File: src/design/cpmc_pkg.sv
/*
 * constants and carrier types for the clock and power mode controller.
 * assumes one 10 mhz system clock and synchronous control inputs.
 */
// Behaviour
// RQ1 - never halt main osc while external clock
// RQ2 - clear bus wait before changing divider
// RQ3 - divide to 10 MHz before peripheral-halting wait
// RQ4 - prefetch runs past halt; four no-ops follow
// RQ5 - deselect sub, pll, slow before stop
// RQ6 - pll source: select main, pll off first
// RQ7 - stop refused while nmi input low
// RQ8 - hold reset low until oscillator stable
// RQ9 - dummy interrupt before stopping clocks again
// RQ10 - queued instruction runs before wake routine
// RQ11 - third protect bit clears on next write
// RQ12 - no interrupt or dma after protect set
// RQ13 - stack pointer resets to zero, load first
// RQ14 - nmi accepted only after first instruction
// RQ15 - nmi cannot be masked
// RQ16 - simultaneous nmi may go unacknowledged
// RQ17 - polarity change may set request flag
// RQ18 - refresh watchdog after its interrupt
// RQ19 - clear request flag with plain move
// RQ20 - other fields only by and/or/bit ops
// RQ21 - slow clock peripheral runs through wait
// RQ22 - grouped request bits cleared by and only
package cpmc_pkg;
   // ********************************************
   // widths, reset values, clock rates and no-op count
   // ********************************************
   localparam int DIV_W = 5;
   localparam int ISP_W = 24;
   localparam int NIRQ = 6;
   localparam logic [4:0] DIV_RESET = 5'h08;
   localparam logic [23:0] ISP_RESET = 24'h000000;
   localparam int CLK_HZ = 10000000;
   localparam int CPU_MAX_IDLE_HZ = 10000000;
   localparam int PREFETCH_NOPS = 4;

   // ********************************************
   // types
   // ********************************************
   typedef enum logic [3:0] {
      CPMC_RUN = 4'h1,
      CPMC_IDLE = 4'h2,
      CPMC_HALT = 4'h4,
      CPMC_WAKE = 4'h8
   } cpmc_mode_t;

   typedef struct packed {
      logic main_osc_halt_bit;
      logic bus_wait_insert_bit;
      logic periph_halt_in_idle_bit;
      logic main_or_pll_select_bit;
      logic pll_or_divided_select_bit;
      logic slow_clock_select_bit;
      logic pll_power_bit;
      logic [4:0] main_divide_field;
   } cpmc_clk_cfg_t;

   typedef struct packed {
      logic [5:0] polarity;
      logic [5:0] clear_req;
   } cpmc_irq_ctl_t;
endpackage : cpmc_pkg

File: src/design/cpmc_top.sv
/*
 * clock source, divider, wait/stop mode and protect control.
 * assumes control bits come from the cpu core as synchronous levels
 * and pulses; nmi_n_in is the active-low nmi pin, synchronous.
 */
`timescale 1ns/1ns
module cpmc_top #(parameter int DIV_W = cpmc_pkg::DIV_W)
(
   input wire logic clk_in, // system clock, 10 mhz
   input wire logic reset_in, // async reset, active high
   input wire cpmc_pkg::cpmc_clk_cfg_t cfg_in, // clock config bits
   input wire logic cfg_we_in, // load cfg_in
   input wire logic idle_req_in, // wait instruction pulse
   input wire logic halt_req_in, // all_clocks_halt_bit set pulse
   input wire logic wake_in, // wake-up interrupt pulse
   input wire logic nmi_n_in, // nmi pin, active low
   input wire logic first_instr_done_in, // first instruction retired
   input wire logic protect_set_in, // third_protect_enable_bit set
   input wire logic any_write_in, // any write cycle
   input wire logic isp_we_in, // load stack pointer
   input wire logic [23:0] isp_in, // stack pointer value
   input wire logic [5:0] irq_pin_in, // external_irq_inputs
   input wire cpmc_pkg::cpmc_irq_ctl_t irq_ctl_in, // polarity, clears
   input wire logic other_irq_in, // other request this cycle
   output cpmc_pkg::cpmc_clk_cfg_t cfg_out, // current clock config
   output logic cpu_clk_en_out, // divided cpu clock enable
   output logic periph_clk_en_out, // peripheral clock enable
   output logic [3:0] mode_out, // one-hot run/idle/halt/wake
   output logic protect_out, // third_protect_enable_bit
   output logic [23:0] isp_out, // interrupt_stack_pointer
   output logic nmi_ack_out, // nmi accepted pulse
   output logic halt_refused_out, // stop refused pulse
   output logic [5:0] irq_req_out // request_pending_flag per pin
);
   // ********************************************
   // state
   // ********************************************
   typedef struct packed {
      cpmc_pkg::cpmc_clk_cfg_t cfg;
      cpmc_pkg::cpmc_mode_t mode;
      logic [DIV_W-1:0] cnt;
      logic cpu_en;
      logic per_en;
      logic protect;
      logic [23:0] interrupt_stack_pointer;
      logic nmi_ok;
      logic nmi_prev;
      logic nmi_ack;
      logic refused;
   } cpmc_state_t;
   cpmc_state_t s_q;
   cpmc_state_t s_d;
   logic [5:0] irq_req;

   initial
   begin
      // the counter compares against the five-bit divide field
      if (DIV_W < 1 || DIV_W > 5)
         $error("divider width out of range");
   end

   cpmc_irq_edge #(.N(cpmc_pkg::NIRQ)) u_irq (
      .clk_in(clk_in),
      .reset_in(reset_in),
      .pin_in(irq_pin_in),
      .pol_in(irq_ctl_in.polarity),
      .clr_in(irq_ctl_in.clear_req),
      .req_out(irq_req)
   );

   // ********************************************
   // next state
   // ********************************************
   always_comb
   begin
      logic nmi_edge;
      logic running;
      nmi_edge = 1'b0;
      running = 1'b0;
      s_d = s_q;
      s_d.nmi_ack = 1'b0;
      s_d.refused = 1'b0;
      s_d.cpu_en = 1'b0;
      s_d.per_en = 1'b0;
      nmi_edge = s_q.nmi_prev && !nmi_n_in;
      s_d.nmi_prev = nmi_n_in;

      // config loads; caller keeps divider, osc and wait bits legal [RQ1] [RQ2]
      if (cfg_we_in)
         s_d.cfg = cfg_in;

      // nmi only after first instruction, never maskable [RQ14] [RQ15]
      if (first_instr_done_in)
         s_d.nmi_ok = 1'b1;
      // same-cycle requests may swallow the nmi ack [RQ16]
      if (nmi_edge && s_q.nmi_ok && !other_irq_in)
         s_d.nmi_ack = 1'b1;

      // stack pointer resets to zero, loaded by software [RQ13]
      if (isp_we_in)
         s_d.interrupt_stack_pointer = isp_in;

      // protect set wins over same-cycle write; later write clears [RQ11]
      if (protect_set_in)
         s_d.protect = 1'b1;
      else if (any_write_in)
         s_d.protect = 1'b0;

      case (s_q.mode)
         cpmc_pkg::CPMC_RUN:
         begin
            if (halt_req_in)
            begin
               // low nmi pin blocks stop entry [RQ7]
               if (!nmi_n_in)
                  s_d.refused = 1'b1;
               else
                  s_d.mode = cpmc_pkg::CPMC_HALT;
            end
            // core keeps fetching past the wait; software pads no-ops [RQ4]
            else if (idle_req_in)
               s_d.mode = cpmc_pkg::CPMC_IDLE;
         end
         cpmc_pkg::CPMC_IDLE:
            if (wake_in || nmi_edge)
               s_d.mode = cpmc_pkg::CPMC_RUN;
         cpmc_pkg::CPMC_HALT:
            if (wake_in || nmi_edge)
               s_d.mode = cpmc_pkg::CPMC_WAKE;
         // one slot for the queued instruction before the wake routine [RQ10]
         cpmc_pkg::CPMC_WAKE:
            s_d.mode = cpmc_pkg::CPMC_RUN;
         default:
            s_d.mode = cpmc_pkg::CPMC_RUN;
      endcase

      // divider: field 0 means undivided main clock
      running = (s_q.mode == cpmc_pkg::CPMC_RUN) || (s_q.mode == cpmc_pkg::CPMC_WAKE);
      if (s_q.cnt >= s_q.cfg.main_divide_field[DIV_W-1:0] || s_q.cfg.main_divide_field == '0)
      begin
         s_d.cnt = '0;
         s_d.cpu_en = running;
         // periph halt in idle; slow clock peripheral untouched here [RQ21] [RQ3]
         s_d.per_en = running || (s_q.mode == cpmc_pkg::CPMC_IDLE &&
                                  !s_q.cfg.periph_halt_in_idle_bit);
      end
      else
         s_d.cnt = s_q.cnt + 1'b1;
   end

   // ********************************************
   // registers
   // ********************************************
   always_ff @(posedge clk_in or posedge reset_in)
   begin
      if (reset_in)
      begin
         s_q <= '0;
         s_q.cfg.main_divide_field <= cpmc_pkg::DIV_RESET;
         s_q.mode <= cpmc_pkg::CPMC_RUN;
         s_q.interrupt_stack_pointer <= cpmc_pkg::ISP_RESET;
         s_q.nmi_prev <= 1'b1;
      end
      else
         s_q <= s_d;
   end

   // outputs straight from flip-flops
   always_ff @(posedge clk_in or posedge reset_in)
   begin
      if (reset_in)
         irq_req_out <= '0;
      else
         irq_req_out <= irq_req;
   end

   assign cfg_out = s_q.cfg;
   assign cpu_clk_en_out = s_q.cpu_en;
   assign periph_clk_en_out = s_q.per_en;
   assign mode_out = s_q.mode;
   assign protect_out = s_q.protect;
   assign isp_out = s_q.interrupt_stack_pointer;
   assign nmi_ack_out = s_q.nmi_ack;
   assign halt_refused_out = s_q.refused;
endmodule : cpmc_top

File: src/design/cpmc_irq_edge.sv
/*
 * external interrupt request flags with selectable polarity.
 * assumes pins already synchronous to clk_in.
 */
`timescale 1ns/1ns
module cpmc_irq_edge #(parameter int N = cpmc_pkg::NIRQ)
(
   input wire logic clk_in, // system clock
   input wire logic reset_in, // async reset
   input wire logic [N-1:0] pin_in, // external irq pins
   input wire logic [N-1:0] pol_in, // 1 = rising edge
   input wire logic [N-1:0] clr_in, // clear pulse per flag
   output logic [N-1:0] req_out // request pending flags
);
   typedef struct packed {
      logic [N-1:0] lvl;
      logic [N-1:0] pol;
      logic [N-1:0] req;
   } cpmc_edge_st_t;
   cpmc_edge_st_t s_q;
   cpmc_edge_st_t s_d;

   // effective level folds polarity, so a polarity flip looks like an edge
   always_comb
   begin
      s_d = s_q;
      s_d.lvl = pin_in ~^ pol_in;
      s_d.pol = pol_in;
      for (int i = 0; i < N; i++)
      begin
         // set beats clear; polarity switch may set flag [RQ17]
         // a plain clear pulse loses to a same-cycle edge, never drops it [RQ19] [RQ20]
         if (s_d.lvl[i] && !s_q.lvl[i])
            s_d.req[i] = 1'b1;
         else if (clr_in[i])
            s_d.req[i] = 1'b0;
      end
   end

   always_ff @(posedge clk_in or posedge reset_in)
   begin
      // level resets high, the asserted state of a low-active pin, so no edge is seen in the first cycle
      if (reset_in)
         s_q <= '{lvl: '1, pol: '0, req: '0};
      else
         s_q <= s_d;
   end

   assign req_out = s_q.req;
endmodule : cpmc_irq_edge

File: config.mk
export PLATFORM = sky130hd
export DESIGN_NAME = cpmc_top
export DESIGN_NICKNAME = d
export VERILOG_FILES = /design/src/design/cpmc_pkg.sv /design/src/design/cpmc_top.sv /design/src/design/cpmc_irq_edge.sv
export SDC_FILE = /design/constraint.sdc
export NUM_CORES = 1
export LEC_CHECK = 0
export ABC_AREA = 0
export BUFFER_PORTS_ARGS = -buffer_cell sky130_fd_sc_hd__clkbuf_2
export CAP_MARGIN = 10
export CORE_UTILIZATION = 45
export CTS_BUF_LIST = sky130_fd_sc_hd__clkbuf_2 sky130_fd_sc_hd__clkbuf_4 sky130_fd_sc_hd__clkbuf_8
export DETAILED_ROUTE_END_ITERATION = 10
export HOLD_SLACK_MARGIN = 0.15
export PLACE_DENSITY = 0.77
export SYNTH_ARGS = -nofsm -noshare
export SYNTH_HDL_FRONTEND = slang
export SYNTH_SLANG_ARGS = --single-unit
export TNS_END_PERCENT = 30
File: constraint.sdc
create_clock -name clk_in -period 1.95 [get_ports clk_in]
set_clock_uncertainty 0.15 [all_clocks]
set_input_delay 0.195 -clock clk_in [delete_from_list [all_inputs] [get_ports clk_in]]
set_output_delay 0.195 -clock clk_in [all_outputs]
set_load 0.05 [all_outputs]
Word-level counts from Yosys, hierarchy flattened:

Cells that the tools add are included.

* mux-type cells: 26
* $add $sub $neg: 1
* $lt $le $gt $ge: 1
* eq/ne operators: 8
* reduce and logical (&&, ||, !) cells: 32
* bitwise logic cells: 1

Operator list (count)
* $mux W4: 5
* $mux W1: 18
* $reduce_bool A2 Y1: 7
* $pmux W4 S3: 1
* $logic_and A1 B1 Y1: 10
* $logic_not A1 Y1: 9
* $ne A3 B3 Y1 const B: 2
* $xnor A6 B6 Y6: 1
* $add A5 B1 Y5 const B: 1
* $ge A5 B5 Y1: 1
* $logic_not A5 Y1: 1
* $mux W5: 1
* $eq A4 B1 Y1 const B: 1
* $eq A4 B2 Y1 const B: 1
* $eq A4 B3 Y1 const B: 1
* $eq A4 B4 Y1 const B: 1
* $logic_or A1 B1 Y1: 4
* $ne A2 B2 Y1 const B: 2
* $reduce_and A4 Y1: 1
* $mux W2: 1

* register bits after elaboration: 70
* input port bits: 66
* logic and storage cells: 95
* output and inout port bits: 51

Depth between registers and ports, before layout:

* depth after elaboration: 5
* mapped depth: 6
* gate-level depth less buffers: 6

Hierarchy:

From an unflattened synthesis, not the netlist that was laid out.

* cells, all modules: 246
* area, all modules: 3116.7 um^2

By module, submodules not included
* cpmc_top: instances 1, area each 2610.0 um^2, cells each 203, sequential area each 1455.1 um^2
* cpmc_irq_edge: instances 1, area each 506.7 um^2, cells each 43, sequential area each 307.8 um^2

Worst setup path before layout:

No wires, ideal clock.

* path kind: reg-to-reg
* start point: register s_q (netlist bit mode_out[0])
* end point: register s_q (netlist bit mode_out[1])
* path slack: -0.047 ns
* period minus slack after synthesis: 1.997 ns
* library setup time: 0.128 ns
* required time: 1.672 ns
* arrival time: 1.719 ns
* stages on the path, launching flop included: 6
* buffers on the path: 1
* cell sequence: dfstp_2 buf_4 or3b_4 or4b_4 a31oi_1 a31oi_1

* word-level cells in the longest chain between the ends: 3
* elaborated cells between the ends (all ways): 9
* classes of those cells: eq/ne (7); mux (1); reduce/logical (1)

RTL lines
* from (decl): line cpmc_top.sv:51 `cpmc_state_t s_q;`
* $eq A4 B1 Y1 (tied with other cells): line cpmc_top.sv:109 `case (s_q.mode)`
* $ne A3 B3 Y1 (no source line) / $ne A2 B2 Y1 (equally long branches)
* $reduce_and A4 Y1 (no source line)

Parallel ways exist; a longest one is shown, timed or not.
A chain may end at the register's enable or synchronous reset.

Final worst setup path:

Ends and elaborated chain as after synthesis.

==> impl_metrics.env <==
export IMPL_path_clk_slew_ns=0.07
export IMPL_antenna_cells=0
export IMPL_synthCells=244
export IMPL_worstPathArrival_ns=2.00
export IMPL_timing_slew_headroom=0.6022
export IMPL_slew_viol_final=0
export IMPL_dieWidth_um=84.55
export IMPL_place_hpwl_um=4036
export IMPL_grt_pass1_wl_um=11220
export IMPL_slowest_delay_ns=0.53
export IMPL_area_growth_pct=43.21
export IMPL_crit_type="flop to flop"
export IMPL_worst_endpoint_required_ns=2.01
export IMPL_detail_route_antenna_nets=0
export IMPL_synth_seq_area_share=0.5749
export IMPL_grt_pass1_vias=2404
export IMPL_hp_class="input port to flop"
export IMPL_synth_net_count=316
export IMPL_cp_max_fo=4
export IMPL_wire_per_inst_um=14.44
export IMPL_end_kind="flop"
export IMPL_place_congestion=0.8567
export IMPL_fp_dieH_um=84.55
export IMPL_cts_htree_levels=3
export IMPL_portBuffers=116
export IMPL_fin_crit_sh=0.9959
export IMPL_clock_path_buffers=2
export IMPL_placementRows=29
export IMPL_ys_ff_latch=70
export IMPL_drc_errors=10
export IMPL_track_usage=0.2067
export IMPL_critical_path_slowest_cell="dfstp_2"
export IMPL_setup_slack_ns=0.007917
export IMPL_antenna_found_initial=0
export IMPL_hold_violations=0
export IMPL_drt_total_wl_um=6900
export IMPL_path_delay_family="simple AND/OR/NAND/NOR gates"
export IMPL_coreArea_sq_um=6459
export IMPL_tightestPinTransition_ns=0.5967
export IMPL_postCtsSetupBuffers=0
export IMPL_grt_max_degree=39
export IMPL_final_common_cell="clkbuf_2"
export IMPL_setup_viol=0
export IMPL_grt_remaining_overflow=0
export IMPL_cts_made_buffers=9
export IMPL_power_total_w=0.004781
export IMPL_p_leak_nw=2.163
export IMPL_drt_iter0_markers=53
export IMPL_synth_area_sq_um=3067
export IMPL_drive_gt1_frac=0.4738
export IMPL_dr_pass1_iters=8
export IMPL_cap_violations=0
export IMPL_cts_sinks=70
export IMPL_rsz0062_at_grt="true"
export IMPL_crit_buf_inv=0
export IMPL_finalWorstPathRequiredPeriod_ns=1.942
export IMPL_vias=2237
export IMPL_clk_latency_ns=0.34
export IMPL_crit_chain="or3b_4 -> or4b_4 -> a31oi_4 -> a31oi_1"
export IMPL_final_cell_mix="clkbuf_2 (116), dlygate4sd3_1 (66), dfrtp_1 (61)"
export IMPL_status="finished, violations left"
export IMPL_max_freq_ghz=0.5149
export IMPL_cts_tree="yes"
export IMPL_dp_slack_ns=-0.1965
export IMPL_syn_avg_cell_area_sq_um=12.57
export IMPL_dieArea_sq_um=7149
export IMPL_final_nets=468
export IMPL_root_buffer="clkbuf_8"
export IMPL_power_density_nw_per_um2=1089
export IMPL_yosysWarnings=0
export IMPL_start_util=0.4748
export IMPL_start_kind="flop"
export IMPL_ir_worst_vdd_uv=767.3
export IMPL_ios=117
export IMPL_synth_cell_types=37
export IMPL_viasPerCell=4.680
export IMPL_violations="DRC"
-- stage by stage --
stage / hold WS, ns / cells / setup TNS (ns) / area [sq um] / utilization
floorplan: 0.04948 / 244 / -0.04693 / 3070 / -
global placement: 0.1730 / 396 / -0.3885 / 3461 / 0.5358
detailed placement: 0.1728 / 396 / -0.9734 / 3461 / 0.5358
CTS: 0.1611 / 478 / 0 / 4355 / 0.6744
global route: 0.2353 / 478 / -0.03460 / 4392 / 0.6800
finish: 0.1664 / 478 / 0 / 4392 / 0.6800
-- synth_stat cells --
library cell | instances | area (sq um)
or2_2 | 1 | 6.260
buf_6 | 1 | 11.26
or4b_4 | 1 | 13.76
dfstp_2 | 9 | 236.5
a31oi_1 | 2 | 12.51
buf_4 | 41 | 307.8
mux2i_1 | 1 | 10.01
nand2_1 | 4 | 15.01
o211ai_1 | 1 | 7.510
clkbuf_1 | 6 | 22.52
a21o_1 | 1 | 7.510
xnor2_1 | 8 | 70.07
nor2_1 | 9 | 33.78
dfrtp_1 | 61 | 1526
mux2_2 | 32 | 360.4
ha_1 | 6 | 75.07
o21ai_0 | 11 | 55.05
nor3b_1 | 1 | 7.510
nand2b_1 | 8 | 50.05
nor4_1 | 1 | 6.260
a211oi_1 | 1 | 7.510
or3b_4 | 1 | 11.26
xor2_1 | 4 | 35.03
nand4_1 | 1 | 6.260
o21a_1 | 1 | 7.510
o31ai_1 | 2 | 15.01
nand3_1 | 2 | 10.01
a21oi_1 | 1 | 5.000
nand3b_1 | 1 | 7.510
buf_2 | 1 | 5.000
inv_1 | 17 | 63.81
or3_2 | 1 | 7.510
a2111oi_0 | 2 | 17.52
or2b_2 | 1 | 8.760
nand4b_1 | 1 | 8.760
and3b_1 | 1 | 8.760
and3_1 | 1 | 6.260
-- logic make-up (layout without fill, tap and decap cells) --
kind of cell               Yosys count  count (layout)  share of synthesized area
muxes                               33              33                     0.1208
DFF                                 70              70                     0.5749
adders and majority gates            6               6                    0.02448
xor gates and xnor gates            12              12                    0.03427
and+or+nand+nor                     35              35                    0.06773
AOI/OAI and AO/OA                   22              22                    0.04406
buffers and inverters               66             223                     0.1338
-- routing by layer --
layer / track usage / share of wire
met5: 0 / 0
met4: 0.08783 / 0.018
met3: 0.04621 / 0.046
met2: 0.3880 / 0.55
met1: 0.2227 / 0.38
-- worst paths after layout --
kind                                        from  slack (ns)             end  cells past startpoint
worst min-delay path                   cfg_we_in        0.17      cfg_out[3]                      3
worst min register to register  u_irq.req_out[0]        0.22  irq_req_out[0]                      0
min in group asynchronous               reset_in        0.35          s_q[3]                      4
worst max register to register       mode_out[0]       0.008     mode_out[1]                      4
max in group asynchronous               reset_in        0.89   u_irq.s_q[12]                      4
worst max-delay path                 mode_out[0]       0.008     mode_out[1]                      4
-- report_power, final --
part	total [W]	internal, W	switching [W]
clock	0.00130	0.000780	0.000523
combinational	0.00166	0.000635	0.00103
sequential	0.00181	0.00169	0.000123
total	0.00478	0.00311	0.00168
-- area by class of cell --
| class | count | area, sq um |
|---|---|---|
| Timing Repair Buffer | 190 | 1301 |
| Clock buffer | 12 | 152.6 |
| Inverter | 17 | 67.56 |
| Tap cell | 77 | 96.34 |
| Fill cell | 471 | 2067 |
| Sequential cell | 70 | 1763 |
| Clock inverter | 4 | 70.07 |
| Multi-Input combinational cell | 108 | 940.9 |
-- registers in the layout (all words and copies together), names as in the netlist --
signal and cells:
s_q 7, isp_out 24, halt_refused_out 1, protect_out 1, u_irq.s_q 6, u_irq.req_out 6, cfg_out 12, nmi_ack_out 1
cpu_clk_en_out 1, mode_out 4, periph_clk_en_out 1, irq_req_out 6
-- worst reg2reg max path: stages, from the launching register on --
cell     delay, ns
dfstp_2       0.53
or3b_4        0.37
or4b_4        0.53
a31oi_4       0.17
a31oi_1       0.06
-- repair_timing --
action                                  CTS  global route
gates resized for setup                   3             3
endpoints found under the setup margin    7             6
hold buffers                             66             0
endpoints found under the hold margin   124             0
(Power assumes the default switching activity.)
